## src/inc/run_ctrl_pkg.sv

```systemverilog
package run_ctrl_pkg;

    ////////////////////////////////////////////////////////////////////////////////
    // Register indices; byte address is four times the index
    localparam logic [19:0] IDX_COMMAND = 20'h00064;
    localparam logic [19:0] IDX_STATUS = 20'h0006E;
    localparam logic [19:0] IDX_MODE = 20'h0251C;
    localparam logic [19:0] IDX_MODES_AVAIL = 20'h0251D;
    localparam logic [19:0] IDX_TIMEOUT = 20'h480DA;
    localparam logic [19:0] IDX_WAIT_RESULT = 20'h480E0;
    localparam logic [19:0] IDX_ERRORS = 20'h480E1;

    ////////////////////////////////////////////////////////////////////////////////
    // Command register bit positions
    localparam int CMD_RESET = 0;
    localparam int CMD_SETUP = 1;
    localparam int CMD_START = 2;
    localparam int CMD_TRIG_ON = 3;
    localparam int CMD_TRIG_FORCE = 4;
    localparam int CMD_TRIG_OFF = 5;
    localparam int CMD_STOP = 6;
    localparam int CMD_FLUSH = 7;
    localparam int CMD_WAIT_PRE = 12;
    localparam int CMD_WAIT_TRIG = 13;
    localparam int CMD_WAIT_DONE = 14;

    // Error register bit positions (write one to clear)
    localparam int ERR_SEQ = 0;
    localparam int ERR_MODE = 1;

    ////////////////////////////////////////////////////////////////////////////////
    // Mode bitmap
    localparam logic [7:0] MODE_MEM_SINGLE = 8'h01;
    localparam logic [7:0] MODE_MEM_MULTI = 8'h02;
    localparam logic [7:0] MODE_MEM_GATED = 8'h04;
    localparam logic [7:0] MODE_MEM_DUAL = 8'h08;
    localparam logic [7:0] MODE_STREAM_SINGLE = 8'h10;
    localparam logic [7:0] MODE_STREAM_MULTI = 8'h20;
    localparam logic [7:0] MODE_STREAM_GATED = 8'h40;
    localparam logic [7:0] MODE_STREAM_DUAL = 8'h80;
    localparam logic [7:0] MODE_STREAM_MASK = 8'hF0;
    localparam logic [7:0] MODE_MULTI_MASK = 8'hEE;
    localparam logic [7:0] MODE_ALL = 8'hFF;
    localparam logic [7:0] MODE_DEFAULT = MODE_MEM_SINGLE;
    localparam logic [31:0] TIMEOUT_DEFAULT = 32'h0000_0000;

    ////////////////////////////////////////////////////////////////////////////////
    // Timing
    localparam int CLK_HZ = 100_000_000;
    localparam int WAIT_TICK_MS = 1;
    localparam int CYCLES_PER_TICK = CLK_HZ / 1000 * WAIT_TICK_MS;

    ////////////////////////////////////////////////////////////////////////////////
    // Types
    typedef enum logic [1:0] {RUN_IDLE, RUN_FILL, RUN_ARMED, RUN_POST} run_state_t;
    typedef enum logic [2:0] {WAIT_NONE, WAIT_BUSY, WAIT_OK, WAIT_TIMEOUT, WAIT_ABORT}
        wait_result_t;

    typedef struct packed {
        logic run_done;
        logic triggered;
        logic pretrig_full;
    } card_status_t;

    typedef struct packed {
        logic mode_err;
        logic seq_err;
    } err_flags_t;

endpackage

```

## src/rtl/sync2.sv

```systemverilog
module sync2 (
    input wire logic clk,   // Card clock
    input wire logic rst_n, // Async reset, low
    input wire logic d,     // Foreign level
    output logic q          // Synchronised level
);

    logic meta;

    ////////////////////////////////////////////////////////////////////////////////
    // Two stages; only the second stage is read outside
    always_ff @(posedge clk or negedge rst_n)
    begin
        if (!rst_n)
        begin
            meta <= 1'b0;
            q <= 1'b0;
        end
        else
        begin
            meta <= d;
            q <= meta;
        end
    end

endmodule // sync2

```

## src/rtl/wait_timer.sv

```systemverilog
module wait_timer #(
    parameter int unsigned TICK_CYCLES = 100000
) (
    input wire logic clk,             // Card clock
    input wire logic rst_n,           // Async reset, low
    input wire logic arm,             // Start a new wait
    input wire logic halt,            // Wait finished otherwise
    input wire logic [31:0] limit_ms, // Timeout, zero disables
    output logic expired              // One-cycle expiry pulse
);

    logic running;
    logic [31:0] pre;
    logic [31:0] ms;
    logic [31:0] lim;

    wire tick = running && (pre == 32'(TICK_CYCLES - 1));
    wire last = (ms + 32'h0000_0001) == lim;

    ////////////////////////////////////////////////////////////////////////////////
    // Limit latched at arm, so a later register write hits the next wait only
    always_ff @(posedge clk or negedge rst_n)
    begin
        if (!rst_n)
        begin
            running <= 1'b0;
            pre <= 32'h0;
            ms <= 32'h0;
            lim <= 32'h0;
            expired <= 1'b0;
        end
        else if (arm)
        begin
            running <= (limit_ms != 32'h0);
            pre <= 32'h0;
            ms <= 32'h0;
            lim <= limit_ms;
            expired <= 1'b0;
        end
        else
        begin
            expired <= tick && last && !halt;
            if (halt || (tick && last))
                running <= 1'b0;
            if (tick)
            begin
                pre <= 32'h0;
                ms <= ms + 32'h0000_0001;
            end
            else if (running)
                pre <= pre + 32'h0000_0001;
        end
    end

endmodule // wait_timer

```

## src/rtl/run_control.sv

```systemverilog
// What this block does
// - Mode bits: memory 1h-8h, stream 10h-80h
// - Read-only bitmap of supported modes
// - Mode read shows active, write sets next
// - Stream modes circular, memory modes stop full
// - Command bits combine; illegal combos flag error
// - 1h resets card, run back to idle
// - 2h applies pending setup without starting
// - 4h applies changed setup then starts
// - 8h enables trigger, with or after start
// - 10h forces a trigger immediately
// - 20h disables trigger; runs start disabled
// - 40h stops run; ignored when idle
// - 80h flushes buffers after mid-run stop
// - 1000h waits pretrigger full; then triggers count
// - 2000h waits first trigger; first only
// - 4000h waits run finished
// - Wait ends ok, timeout or abort
// - Millisecond timeout register, zero disables
// - Timeout leaves the run untouched
// - Status bits: pretrigger, triggered, done
// - Sequence: pretrigger, trigger, posttrigger, done
module run_control #(
    parameter logic [7:0] SUPPORTED = run_ctrl_pkg::MODE_ALL,
    parameter int unsigned MS_CYCLES = run_ctrl_pkg::CYCLES_PER_TICK
) (
    input wire logic MCLK,                   // 100 MHz card clock
    input wire logic RESET_N,                // Async reset, low
    input wire logic [19:0] AVS_ADDRESS,     // Word index
    input wire logic AVS_READ,               // Read request
    input wire logic AVS_WRITE,              // Write request
    input wire logic [31:0] AVS_WRITEDATA,   // Write data
    input wire logic [3:0] AVS_BYTEENABLE,   // Byte lanes
    output logic [31:0] AVS_READDATA,        // Read data
    output logic AVS_WAITREQUEST,            // Stall
    input wire logic TRIGGER_PIN,            // External trigger pin
    input wire logic PRETRIG_FILLED,         // Datapath: pretrigger full pulse
    input wire logic POST_DONE,              // Datapath: posttrigger done pulse
    input wire logic MEMORY_FULL,            // Datapath: memory full level
    output logic RUN_ACTIVE,                 // Run in progress
    output logic TRIGGER_ENABLE,             // Trigger detection on
    output logic ACQ_TRIGGER,                // Trigger pulse to datapath
    output logic CIRCULAR_BUFFER,            // Whole memory as ring
    output logic SETUP_LOAD,                 // Setup apply pulse
    output logic [7:0] ACTIVE_MODE,          // Mode in use
    output logic FLUSH_BUFFERS,              // Flush pulse
    output logic CARD_RESET,                 // Reset pulse to datapath
    output logic IRQ_PRETRIG,                // Pretrigger full pulse
    output logic IRQ_TRIGGER,                // First trigger pulse
    output logic IRQ_DONE                    // Run done pulse
);

    ////////////////////////////////////////////////////////////////////////////////
    // Declarations
    run_ctrl_pkg::run_state_t state;
    run_ctrl_pkg::run_state_t next_state;
    run_ctrl_pkg::wait_result_t wait_res;
    run_ctrl_pkg::card_status_t stat;
    run_ctrl_pkg::err_flags_t errs;
    logic ack;
    logic [7:0] sel_mode;
    logic cfg_dirty;
    logic [31:0] timeout_ms;
    logic [2:0] wait_mask;
    logic stopped_mid;
    logic trig_q;
    logic trig_prev;
    logic expired;
    logic [31:0] rdata;

    ////////////////////////////////////////////////////////////////////////////////
    // Avalon slave: one wait state; read data captured at the edge that raises ack, write taken one edge later
    assign AVS_WAITREQUEST = (AVS_READ || AVS_WRITE) && !ack;

    always_ff @(posedge MCLK or negedge RESET_N)
    begin
        if (!RESET_N)
            ack <= 1'b0;
        else
            ack <= (AVS_READ || AVS_WRITE) && !ack;
    end

    wire wr_go = AVS_WRITE && ack;
    wire [31:0] be_mask = {{8{AVS_BYTEENABLE[3]}}, {8{AVS_BYTEENABLE[2]}},
                           {8{AVS_BYTEENABLE[1]}}, {8{AVS_BYTEENABLE[0]}}};
    wire [31:0] wd = AVS_WRITEDATA & be_mask;
    wire wr_cmd = wr_go && (AVS_ADDRESS == run_ctrl_pkg::IDX_COMMAND);
    wire wr_mode = wr_go && (AVS_ADDRESS == run_ctrl_pkg::IDX_MODE);
    wire wr_tmo = wr_go && (AVS_ADDRESS == run_ctrl_pkg::IDX_TIMEOUT);
    wire wr_err = wr_go && (AVS_ADDRESS == run_ctrl_pkg::IDX_ERRORS);

    ////////////////////////////////////////////////////////////////////////////////
    // Read decode; unmapped and write-only addresses read zero
    always_comb
    begin
        if (AVS_ADDRESS == run_ctrl_pkg::IDX_STATUS)
            rdata = {29'h0, stat};
        else if (AVS_ADDRESS == run_ctrl_pkg::IDX_MODE)
            rdata = {24'h0, ACTIVE_MODE};
        else if (AVS_ADDRESS == run_ctrl_pkg::IDX_MODES_AVAIL)
            rdata = {24'h0, SUPPORTED};
        else if (AVS_ADDRESS == run_ctrl_pkg::IDX_TIMEOUT)
            rdata = timeout_ms;
        else if (AVS_ADDRESS == run_ctrl_pkg::IDX_WAIT_RESULT)
            rdata = {25'h0, wait_mask, 1'b0, wait_res};
        else if (AVS_ADDRESS == run_ctrl_pkg::IDX_ERRORS)
            rdata = {30'h0, errs};
        else
            rdata = 32'h0;
    end

    // Read data captured on the edge that ends the wait state
    always_ff @(posedge MCLK or negedge RESET_N)
    begin
        if (!RESET_N)
            AVS_READDATA <= 32'h0;
        else if (AVS_READ && !ack)
            AVS_READDATA <= rdata;
    end

    ////////////////////////////////////////////////////////////////////////////////
    // Command bits
    wire c_reset = wd[run_ctrl_pkg::CMD_RESET];
    wire c_setup = wd[run_ctrl_pkg::CMD_SETUP];
    wire c_start = wd[run_ctrl_pkg::CMD_START];
    wire c_ton = wd[run_ctrl_pkg::CMD_TRIG_ON];
    wire c_force = wd[run_ctrl_pkg::CMD_TRIG_FORCE];
    wire c_toff = wd[run_ctrl_pkg::CMD_TRIG_OFF];
    wire c_stop = wd[run_ctrl_pkg::CMD_STOP];
    wire c_flush = wd[run_ctrl_pkg::CMD_FLUSH];
    wire [2:0] c_wait = {wd[run_ctrl_pkg::CMD_WAIT_DONE], wd[run_ctrl_pkg::CMD_WAIT_TRIG],
                         wd[run_ctrl_pkg::CMD_WAIT_PRE]};
    wire running = (state != run_ctrl_pkg::RUN_IDLE);

    // Combinations refused as a whole; the write then only sets the sequence error flag
    wire trig_cmd = c_ton || c_force || c_toff;
    wire others = c_setup || c_start || trig_cmd || c_stop || c_flush || (|c_wait);
    wire seq_bad = (c_reset && others)
        || (c_start && (running || c_stop))
        || (c_setup && running)
        || (trig_cmd && !running && !c_start)
        || (c_ton && c_toff)
        || (c_flush && (running || c_start))
        || ((|c_wait) && (wait_res == run_ctrl_pkg::WAIT_BUSY));
    wire cmd_ok = wr_cmd && !seq_bad;
    wire do_reset = cmd_ok && c_reset;
    wire do_start = cmd_ok && c_start;
    wire do_stop = cmd_ok && c_stop && running;
    wire do_force = cmd_ok && c_force;

    ////////////////////////////////////////////////////////////////////////////////
    // Mode write check: one bit, and supported by the options fitted
    wire mode_onehot = (wd[7:0] != 8'h00) && ((wd[7:0] & (wd[7:0] - 8'h01)) == 8'h00);
    wire mode_legal = mode_onehot && (wd[31:8] == 24'h0)
        && ((wd[7:0] & SUPPORTED) == wd[7:0]);
    wire apply_cfg = cmd_ok && (c_setup || (c_start && cfg_dirty));

    // Pending setup kept apart from the active one so a write mid-run waits
    always_ff @(posedge MCLK or negedge RESET_N)
    begin
        if (!RESET_N)
        begin
            sel_mode <= run_ctrl_pkg::MODE_DEFAULT;
            cfg_dirty <= 1'b0;
            ACTIVE_MODE <= run_ctrl_pkg::MODE_DEFAULT;
        end
        else if (do_reset)
        begin
            sel_mode <= run_ctrl_pkg::MODE_DEFAULT;
            cfg_dirty <= 1'b0;
            ACTIVE_MODE <= run_ctrl_pkg::MODE_DEFAULT;
        end
        else if (wr_mode && mode_legal)
        begin
            sel_mode <= wd[7:0];
            cfg_dirty <= 1'b1;
        end
        else if (apply_cfg)
        begin
            ACTIVE_MODE <= sel_mode;
            cfg_dirty <= 1'b0;
        end
    end

    // Stream modes recirculate through all sample memory
    assign CIRCULAR_BUFFER = |(ACTIVE_MODE & run_ctrl_pkg::MODE_STREAM_MASK);
    wire multi_trig = |(ACTIVE_MODE & run_ctrl_pkg::MODE_MULTI_MASK);

    ////////////////////////////////////////////////////////////////////////////////
    // Wait timeout register
    always_ff @(posedge MCLK or negedge RESET_N)
    begin
        if (!RESET_N)
            timeout_ms <= run_ctrl_pkg::TIMEOUT_DEFAULT;
        else if (do_reset)
            timeout_ms <= run_ctrl_pkg::TIMEOUT_DEFAULT;
        else if (wr_tmo)
            timeout_ms <= (AVS_WRITEDATA & be_mask) | (timeout_ms & ~be_mask);
    end

    ////////////////////////////////////////////////////////////////////////////////
    // Sticky errors; a new error beats a clear in the same cycle
    wire set_mode = wr_mode && !mode_legal;
    always_ff @(posedge MCLK or negedge RESET_N)
    begin
        if (!RESET_N)
            errs <= '0;
        else
        begin
            errs.seq_err <= (errs.seq_err && !(wr_err && wd[run_ctrl_pkg::ERR_SEQ]))
                || (wr_cmd && seq_bad);
            errs.mode_err <= (errs.mode_err && !(wr_err && wd[run_ctrl_pkg::ERR_MODE]))
                || set_mode;
        end
    end

    ////////////////////////////////////////////////////////////////////////////////
    // Trigger pin: synchronised, then rising edge
    sync2 u_trig_sync (
        .clk(MCLK),
        .rst_n(RESET_N),
        .d(TRIGGER_PIN),
        .q(trig_q)
    );

    always_ff @(posedge MCLK or negedge RESET_N)
    begin
        if (!RESET_N)
            trig_prev <= 1'b0;
        else
            trig_prev <= trig_q;
    end

    wire trig_edge = trig_q && !trig_prev;
    // Real triggers only count once pretrigger is full and detection is on
    wire real_trig = (state == run_ctrl_pkg::RUN_ARMED) && TRIGGER_ENABLE && trig_edge;
    wire force_hit = do_force && (state != run_ctrl_pkg::RUN_POST);
    wire first_trig = real_trig || force_hit;
    wire later_trig = (state == run_ctrl_pkg::RUN_POST) && multi_trig
        && ((TRIGGER_ENABLE && trig_edge) || do_force);
    // Memory modes end when memory runs out; stream modes never do
    wire mem_stop = MEMORY_FULL && !CIRCULAR_BUFFER;
    wire run_end = (state == run_ctrl_pkg::RUN_POST) && (POST_DONE || mem_stop);
    wire pre_hit = (state == run_ctrl_pkg::RUN_FILL) && PRETRIG_FILLED;

    ////////////////////////////////////////////////////////////////////////////////
    // Run sequencer
    always_comb
    begin
        next_state = state;
        case (state)
            run_ctrl_pkg::RUN_IDLE:
                if (do_start)
                    next_state = do_force ? run_ctrl_pkg::RUN_POST
                        : run_ctrl_pkg::RUN_FILL;
            run_ctrl_pkg::RUN_FILL:
                if (force_hit)
                    next_state = run_ctrl_pkg::RUN_POST;
                else if (PRETRIG_FILLED)
                    next_state = run_ctrl_pkg::RUN_ARMED;
            run_ctrl_pkg::RUN_ARMED:
                if (first_trig)
                    next_state = run_ctrl_pkg::RUN_POST;
            run_ctrl_pkg::RUN_POST:
                if (POST_DONE || mem_stop)
                    next_state = run_ctrl_pkg::RUN_IDLE;
            default:
                next_state = run_ctrl_pkg::RUN_IDLE;
        endcase
        if (do_reset || do_stop)
            next_state = run_ctrl_pkg::RUN_IDLE;
    end

    // Timeout expiry never enters here, so the run carries on
    always_ff @(posedge MCLK or negedge RESET_N)
    begin
        if (!RESET_N)
            state <= run_ctrl_pkg::RUN_IDLE;
        else
            state <= next_state;
    end

    assign RUN_ACTIVE = running;

    ////////////////////////////////////////////////////////////////////////////////
    // Trigger enable: cleared at every start unless enabled in the same write
    always_ff @(posedge MCLK or negedge RESET_N)
    begin
        if (!RESET_N)
            TRIGGER_ENABLE <= 1'b0;
        else if (do_reset || do_stop)
            TRIGGER_ENABLE <= 1'b0;
        else if (cmd_ok && c_ton)
            TRIGGER_ENABLE <= 1'b1;
        else if (cmd_ok && (c_toff || c_start))
            TRIGGER_ENABLE <= 1'b0;
    end

    ////////////////////////////////////////////////////////////////////////////////
    // Status flags, cleared at start and reset; set only while running
    wire set_trig = first_trig && !stat.triggered;
    always_ff @(posedge MCLK or negedge RESET_N)
    begin
        if (!RESET_N)
            stat <= '0;
        else if (do_reset || do_start)
            stat <= '0;
        else
        begin
            if (pre_hit)
                stat.pretrig_full <= 1'b1;
            if (set_trig)
                stat.triggered <= 1'b1;
            if (run_end)
                stat.run_done <= 1'b1;
        end
    end

    // One pulse per condition per run, taken from the flag's first rise
    always_ff @(posedge MCLK or negedge RESET_N)
    begin
        if (!RESET_N)
        begin
            IRQ_PRETRIG <= 1'b0;
            IRQ_TRIGGER <= 1'b0;
            IRQ_DONE <= 1'b0;
        end
        else
        begin
            IRQ_PRETRIG <= pre_hit && !stat.pretrig_full;
            IRQ_TRIGGER <= set_trig;
            IRQ_DONE <= run_end && !stat.run_done;
        end
    end

    ////////////////////////////////////////////////////////////////////////////////
    // Pulses to the datapath
    always_ff @(posedge MCLK or negedge RESET_N)
    begin
        if (!RESET_N)
        begin
            ACQ_TRIGGER <= 1'b0;
            SETUP_LOAD <= 1'b0;
            FLUSH_BUFFERS <= 1'b0;
            CARD_RESET <= 1'b0;
        end
        else
        begin
            ACQ_TRIGGER <= first_trig || later_trig;
            SETUP_LOAD <= apply_cfg;
            FLUSH_BUFFERS <= cmd_ok && c_flush && stopped_mid;
            CARD_RESET <= do_reset;
        end
    end

    // A flush is only meaningful after a stop cut a run short
    always_ff @(posedge MCLK or negedge RESET_N)
    begin
        if (!RESET_N)
            stopped_mid <= 1'b0;
        else if (do_stop)
            stopped_mid <= 1'b1;
        else if (do_reset || do_start || (cmd_ok && c_flush))
            stopped_mid <= 1'b0;
    end

    ////////////////////////////////////////////////////////////////////////////////
    // Wait engine
    wire wait_arm = cmd_ok && (|c_wait);
    wire wait_busy = (wait_res == run_ctrl_pkg::WAIT_BUSY);
    wire wait_met = wait_busy && (|(wait_mask & stat));
    wire wait_abort = wait_busy && (do_stop || do_reset);
    wire wait_tmo = wait_busy && expired;

    wait_timer #(
        .TICK_CYCLES(MS_CYCLES)
    ) u_wait_timer (
        .clk(MCLK),
        .rst_n(RESET_N),
        .arm(wait_arm),
        .halt(wait_met || wait_abort),
        .limit_ms(timeout_ms),
        .expired(expired)
    );

    // Abort outranks success and timeout in the same cycle
    always_ff @(posedge MCLK or negedge RESET_N)
    begin
        if (!RESET_N)
        begin
            wait_res <= run_ctrl_pkg::WAIT_NONE;
            wait_mask <= 3'h0;
        end
        else if (wait_arm)
        begin
            wait_res <= run_ctrl_pkg::WAIT_BUSY;
            wait_mask <= c_wait;
        end
        else if (wait_abort)
        begin
            wait_res <= run_ctrl_pkg::WAIT_ABORT;
            wait_mask <= 3'h0;
        end
        else if (wait_met)
        begin
            wait_res <= run_ctrl_pkg::WAIT_OK;
            wait_mask <= 3'h0;
        end
        else if (wait_tmo)
        begin
            wait_res <= run_ctrl_pkg::WAIT_TIMEOUT;
            wait_mask <= 3'h0;
        end
    end

endmodule // run_control

```

## config.mk

```make
export PLATFORM = sky130hd
export DESIGN_NAME = run_control
export DESIGN_NICKNAME = d
export VERILOG_FILES = /design/src/inc/run_ctrl_pkg.sv /design/src/rtl/sync2.sv /design/src/rtl/wait_timer.sv /design/src/rtl/run_control.sv
export SDC_FILE = /design/constraint.sdc
export NUM_CORES = 1
export LEC_CHECK = 0
export BUFFER_PORTS_ARGS = -buffer_cell sky130_fd_sc_hd__buf_4
export CAP_MARGIN = 20
export CORE_MARGIN = 2
export CORE_UTILIZATION = 55
export DETAILED_ROUTE_END_ITERATION = 7
export PLACE_DENSITY = 0.87
export REMOVE_ABC_BUFFERS = 1
export SETUP_SLACK_MARGIN = 0.2
export SYNTH_ARGS = -nofsm -noshare
export SYNTH_HDL_FRONTEND = slang
export SYNTH_SLANG_ARGS = --single-unit
```

## constraint.sdc

```tcl
create_clock -name MCLK -period 5.25 [get_ports MCLK]
set_clock_uncertainty 0.05 [all_clocks]
set_input_delay 1.05 -clock MCLK [delete_from_list [all_inputs] [get_ports MCLK]]
set_output_delay 1.05 -clock MCLK [all_outputs]
set_load 0.05 [all_outputs]
```

# After elaboration in Yosys (flattened, before gate mapping)
# Index checks and enable logic that the tools add are counted.
dict set report op_classes {
  add_sub_neg 3
  mul 0
  n_div 0
  order_cmp 0
  eq_ne 19
  shift 0
  mux 49
  bitwise_logic 6
  reduce_logical 123
}
# cell n
set ops {}
lappend ops {{32-bit 2-to-1 mux} 11}
lappend ops {{32-bit by 1-bit adder with 32-bit output (second input constant)} 2}
lappend ops {{32-bit bitwise AND} 2}
lappend ops {{20-bit by 19-bit equality test with 1-bit output (second input constant)} 3}
lappend ops {{1-bit logical AND} 56}
lappend ops {{20-bit by 14-bit equality test with 1-bit output (second input constant)} 2}
lappend ops {{20-bit by 7-bit equality test with 1-bit output (second input constant)} 2}
lappend ops {{8-bit 2-to-1 mux} 5}
lappend ops {{32-bit by 17-bit equality test with 1-bit output (second input constant)} 1}
lappend ops {{32-bit equality test} 1}
lappend ops {{32-bit NOT} 1}
lappend ops {{32-bit bitwise OR} 1}
lappend ops {{32-bit nonzero test} 1}
lappend ops {{1-bit logical OR} 29}
lappend ops {{3-bit 2-to-1 mux} 9}
lappend ops {{24-bit zero test} 1}
lappend ops {{2-bit nonzero test} 10}
lappend ops {{2-bit 2-to-1 mux} 8}
lappend ops {{1-bit 2-to-1 mux} 14}
lappend ops {{1-bit zero test} 13}
lappend ops {{3-bit nonzero test} 3}
lappend ops {{8-bit bitwise AND} 1}
lappend ops {{8-bit zero test} 1}
lappend ops {{2-bit case mux with 4 select lines} 1}
lappend ops {{other kinds (19)} 22}
dict set report word_totals {
  ff_bits 205
  latchBits 0
  ram_bits 0
  rom_bits 0
  input_bits 64
  out_inout_bits 51
  elab_cells 231
  mem_count 0
}

# Longest topological paths before layout
dict set report depth {
  depth_word 24
  ltp_mapped 10
  mapped_depth_nobuf 9
}

# Cells and area by module
# Synthesis repeated with hierarchy kept, for this count alone.
dict set report unflattened {
  cells_unflattened 1116
  hier_area_um2 10835.4
}
# module n_inst cells_each area_each_um2 seq_area_each_um2
set modules_own_cells {}
lappend modules_own_cells {wait_timer 1 587 5636.7 2452.4}
lappend modules_own_cells {run_control 1 527 5148.7 2630.0}
lappend modules_own_cells {sync2 1 2 50.0 50.0}

# Worst setup path before layout
# Ideal clock, no wire load.
dict set report synth_path {
  kind {in2reg}
  start {input AVS_WRITEDATA[5]}
  end {register wait_mask[0]}
  setup_ns 0.122
  t_arrival_ns 2.881
  required_time_ns 5.078
  slack_ns 2.197
  stages 9
  n_path_buf 2
  path_cell_list {clkbuf_1 > or3_1 > nand3b_1 > a21boi_1 > and4_1 > clkbuf_1 > nand2b_1 > a21oi_1 > a32o_1}
}
dict set report synth_via {
  elab_chain_cells 21
  elab_cells_between_ends 27
  cone_classes {mux: 2; bitwise: 1; reduce/logical: 24}
}
# element line
set synth_lines {}
lappend synth_lines {{start: declaration} run_control.sv:32} ;# input wire logic [31:0] AVS_WRITEDATA,
lappend synth_lines {{32-bit bitwise AND *} run_control.sv:86} ;# wire [31:0] wd = AVS_WRITEDATA & be_mask;
lappend synth_lines {{1-bit logical OR} run_control.sv:136} ;# wire trig_cmd = c_ton || c_force || c_toff;
lappend synth_lines {{1-bit logical OR (4 in a row)} run_control.sv:137} ;# wire others = c_setup || c_start || trig_cmd || c_stop || c_flush || (|c_wait);
lappend synth_lines {{1-bit logical AND} run_control.sv:138} ;# wire seq_bad = (c_reset && others)
lappend synth_lines {{1-bit logical OR} run_control.sv:139} ;# || (c_start && (running || c_stop))
lappend synth_lines {{1-bit logical OR} run_control.sv:140} ;# || (c_setup && running)
lappend synth_lines {{1-bit logical OR} run_control.sv:141} ;# || (trig_cmd && !running && !c_start)
lappend synth_lines {{1-bit logical OR *} run_control.sv:142} ;# || (c_ton && c_toff)
lappend synth_lines {{1-bit logical OR *} run_control.sv:143} ;# || (c_flush && (running || c_start))
lappend synth_lines {{1-bit logical OR *} run_control.sv:144} ;# || ((|c_wait) && (wait_res == run_ctrl_pkg::WAIT_BUSY));
lappend synth_lines {{1-bit zero test *} run_control.sv:145} ;# wire cmd_ok = wr_cmd && !seq_bad;
lappend synth_lines {{1-bit logical AND *} run_control.sv:145}
lappend synth_lines {{1-bit logical AND (2 in a row)} run_control.sv:148} ;# wire do_stop = cmd_ok && c_stop && running;
lappend synth_lines {{1-bit logical OR} run_control.sv:372} ;# wire wait_abort = wait_busy && (do_stop || do_reset);
lappend synth_lines {{1-bit logical AND} run_control.sv:372}
lappend synth_lines {{3-bit 2-to-1 mux} run_control.sv:399} ;# else if (wait_abort)
lappend synth_lines {{3-bit 2-to-1 mux} run_control.sv:394} ;# else if (wait_arm)
lappend synth_lines {{end signal: assignment} run_control.sv:397} ;# wait_mask <= c_wait;
lappend synth_lines {{end: declaration} run_control.sv:64} ;# logic [2:0] wait_mask;
# Mark *: on every way between the ends. The rest lies on a longest branch, timed or not.
# A chain may end at the register's enable or synchronous reset.

# Worst setup path in the final report
dict set report layout_path {
  start {input AVS_ADDRESS[7]}
  end {register u_wait_timer.pre[1]}
}
dict set report layout_via {
  elab_chain_cells 5
  elab_cells_between_ends 6
  cone_classes {eq/ne: 1; mux: 1; reduce/logical: 4}
}
# element line
set layout_lines {}
lappend layout_lines {{start: declaration} run_control.sv:29} ;# input wire logic [19:0] AVS_ADDRESS,
lappend layout_lines {{20-bit by 7-bit equality test with 1-bit output *} run_control.sv:87} ;# wire wr_cmd = wr_go && (AVS_ADDRESS == run_ctrl_pkg::IDX_COMMAND);
lappend layout_lines {{1-bit logical AND *} run_control.sv:87}
lappend layout_lines {{1-bit logical AND *} run_control.sv:145}
lappend layout_lines {{1-bit logical AND *} run_control.sv:369} ;# wire wait_arm = cmd_ok && (|c_wait);
lappend layout_lines {{3-bit nonzero test (no source line) / 32-bit 2-to-1 mux (equally long branches)} n/a}
lappend layout_lines {{end signal: assignment} wait_timer.sv:51} ;# pre <= pre + 32'h0000_0001;
lappend layout_lines {{end: declaration} wait_timer.sv:13} ;# logic [31:0] pre;
# Marked as above.

==> impl_metrics.py <==
metrics = {
    "run_status": {
        "status": "completed",
    },
    "timing": {
        "fmax_mhz": 287,
        "setup_violations": 0,
        "hold_violations": 0,
        "fin_crit_ns": 3.49,
        "relSlewSlack_pct": 39.9,
        "worstMarginPinSlew_ns": 0.901,
        "drv_slew": 0,
        "fin_hold_ws_ns": 0.298,
        "fin_crit_sh_pct": 66.5,
        "rsz0062_at_grt": "false",
        "finalSetupTns_ns": 0,
    },
    "power_and_ir_drop": {
        "internal-power_mw": 2.59,
        "comb_power_share_pct": 9.2,
        "finalPower_mw": 3.48,
        "power_density_nw_per_um2": 279,
        "switching_power_uw": 890,
        "leakagePower_nw": 5.65,
        "swShare_pct": 25.5,
        "pwr-share-seq_pct": 46.6,
        "p_clk_share_pct": 44.2,
        "irDropWorstVdd_mv": 0.295,
    },
    "logic_synthesis": {
        "synthTopCellsByArea": "dfrtp_1 47%, nand2_1 9.0%, xnor2_1 4.8%",
        "yosysSeqAreaShare_pct": 47.8,
        "post-synth-top-area-cell": "dfrtp_1",
        "synth_flop_cell": "dfrtp_1",
        "async_flop_share_pct": 100,
        "synth_top_area_share_pct": 47.3,
        "yosysWarnings": 0,
        "synthMuxAreaShare_pct": 1.41,
        "synth_top_family_by_area": "simple AND/OR/NAND/NOR gates",
        "synth_edf_count": 0,
        "syn_avg_cell_area_um2": 8.82,
        "synth_fa_ha_area_share_pct": 0.885,
        "synth-xor-area-share_pct": 7.17,
        "synth-simple-area-share_pct": 29.5,
        "yosys.cell_types.count": 71,
        "synth_compound_area_share_pct": 10.2,
        "synth_cells": 1218,
        "synth.ff_latch_count": 205,
        "synthesis.area_um2": 10700,
    },
    "global_routing": {
        "grt_pass1_vias": 9333,
        "antenna_found_initial": 0,
        "track_usage_pct": 28.3,
        "grt-ovfl-total": 0,
        "grt_pass1_wl_um": 47100,
        "grt_max_degree": 115,
    },
    "clock_tree": {
        "clk_latency_ns": 0.53,
        "cts_resized": 0,
        "cts_buffers": 22,
        "cts_buffer_depth": 3,
        "cts_setup_buffers": 0,
        "cts_tree": "done",
        "holdBufCountCts": 0,
        "cts_max_level": 1,
        "ctsRootBufferMaster": "clkbuf_16",
        "cts.sinks": 205,
        "clkTransAtPathRegs_ns": 0.06,
    },
    "setup_path": {
        "cp.arrival_ns": 3.82,
        "critPathLaunchType": "input port",
        "crit_path_end_kind": "register",
        "cp_max_fo": 32,
        "cp_data_required_time_ns": 5.58,
        "crit_type": "input port to register",
    },
    "finish": {
        "final_nets": 1371,
        "num_antenna_cells": 0,
        "layout-drive-gt1-share_pct": 14.5,
        "seq_area_um2": 5130,
        "multi_input_area_um2": 5310,
        "syn_to_final_growth_pct": 16.3,
        "fillers": 1515,
    },
    "detailed_routing": {
        "wire_per_inst_um": 18.1,
        "first_iter_violations": 1157,
        "drtAntennaViolNets": 0,
        "finalWirelength_um": 28600,
        "vias": 9554,
        "avgViaCountPerCell": 6.04,
        "dr.pass1.iters": 8,
        "route.detailed.drc": 0,
    },
    "floorplanning": {
        "die_width_um": 144,
        "die_h_um": 144,
        "ios": 115,
        "initial_utilization_pct": 55.6,
        "dieArea_um2": 20700,
        "rows": 51,
        "coreArea_um2": 19300,
    },
    "placed_design": {
        "routabilityCongestion": 0.960,
        "port_buffers": 114,
        "hpwl_um": 19700,
    },
    "worst_hold_path": {
        "hp-class": "register to register",
    },
    "run": {
        "maxCapViolCount": 0,
    },
}
## through the flow
stage | cell area [µm²] | util [%] | std cells | worst slack (ns)
detailed placement | 11800 | 60.9 | 1542 | 1.30
global route | 12500 | 64.6 | 1581 | 1.55
CTS | 12500 | 64.6 | 1581 | 1.84
global placement | 11800 | 60.9 | 1542 | 1.44
floorplan | 10500 | - | 1153 | 0.521
finish | 12500 | 64.6 | 1581 | 1.76
## metal layers
layer  wire length [µm]  vias up  track usage, %
met5                  0        -               0
met4               1060        0            10.9
met3               2270       87            4.40
met2              13500      464            45.7
met1              11700     4594            38.7
li1                   -     4409               -
## flip-flops by register name, indices dropped and copies added, names as in the netlist, 2 cells and up
signal / count
AVS_READDATA: 32
timeout_ms: 32
u_wait_timer.lim: 32
u_wait_timer.ms: 32
u_wait_timer.pre: 32
ACTIVE_MODE: 8
sel_mode: 8
stat: 3
wait_mask: 3
wait_res: 3
errs: 2
state: 2
## critical path, stage by stage
cell and delay, ns:
buf_4 0.11, nor4b_1 0.62, nand3_1 0.32, a2111oi_4 0.51, and2_2 0.64, buf_4 0.44, a21oi_1 0.10
## power groups by stage
stage | combinational (mW) | sequential, mW | clock, mW
after floorplan | 0.146 | 1.67 | 0
after global placement | 0.313 | 1.65 | 0
after detailed placement | 0.321 | 1.65 | 0
after CTS | 0.320 | 1.62 | 1.55
after global routing | 0.353 | 1.63 | 1.62
final | 0.321 | 1.63 | 1.54
## layout by cell type (no fill, tap or decap), types with 8 or more instances in the layout
cell	n
dfrtp_1	203
clkbuf_16	22
mux2i_1	14
and3_1	10
o21ai_0	38
a31oi_1	8
and2_1	8
buf_4	122
nand4_1	28
nor4_1	30
and4_1	11
a21oi_1	74
nor3_1	31
xor2_1	29
xnor2_1	59
or3_1	21
nand2_1	259
nand3_1	79
inv_1	15
nor2_1	110
## logic make-up (layout without fill, tap and decap cells)
family,count (synthesis),in the layout
mux,15,15
simple gates,646,646
fa+ha+maj,8,8
flops,205,205
xor+xnor,88,88
buf+inv,80,178
compound gates,176,176
## area by class of cell
class,count,area share (%)
sequential,205,41.1
timing repair buffer,124,7.60
multi-input combinational,933,42.5
clock buffer,30,4.97
tap,265,2.65
inverter,15,0.451
clock inverter,9,0.791
## worst paths after layout
check	slack (ns)	from	cells after the start	end
min in group asynchronous	0.62	RESET_N	1	u_wait_timer.ms[18]$_DFFE_PN0P_
worst max register to register	2.02	state[1]$_DFFE_PN0P_	8	u_wait_timer.pre[1]$_DFFE_PN0P_
worst min-delay path	0.30	u_trig_sync.meta$_DFF_PN0_	0	u_trig_sync.q$_DFF_PN0_
worst max-delay path	1.76	AVS_ADDRESS[7]	7	u_wait_timer.pre[1]$_DFFE_PN0P_
worst min register to register	0.30	u_trig_sync.meta$_DFF_PN0_	0	u_trig_sync.q$_DFF_PN0_
max in group asynchronous	3.52	RESET_N	2	ACTIVE_MODE[0]$_DFFE_PN1P_
## synth_stat cells (all sizes together), types with 3 or more instances
cell / n
and2: 9
clkbuf: 43
a221oi: 7
nand3b: 6
ha: 6
buf: 22
a32o: 3
o22ai: 3
mux2i: 14
nor2: 112
nor2b: 7
a21oi: 75
nand4: 29
a21o: 5
a21boi: 4
nor3: 33
or4: 4
o21ai: 39
a22o: 6
or2: 3
nand4b: 3
nand3: 79
nor3b: 4
and4: 11
xnor2: 59
nor4: 39
dfrtp: 203
xor2: 29
nand2: 260
o2111ai: 4
a31oi: 8
inv: 15
and3: 10
or3: 21
nand2b: 5
and4b: 4
nor4b: 4
o2bb2ai: 3
(Power assumes the default switching activity.)
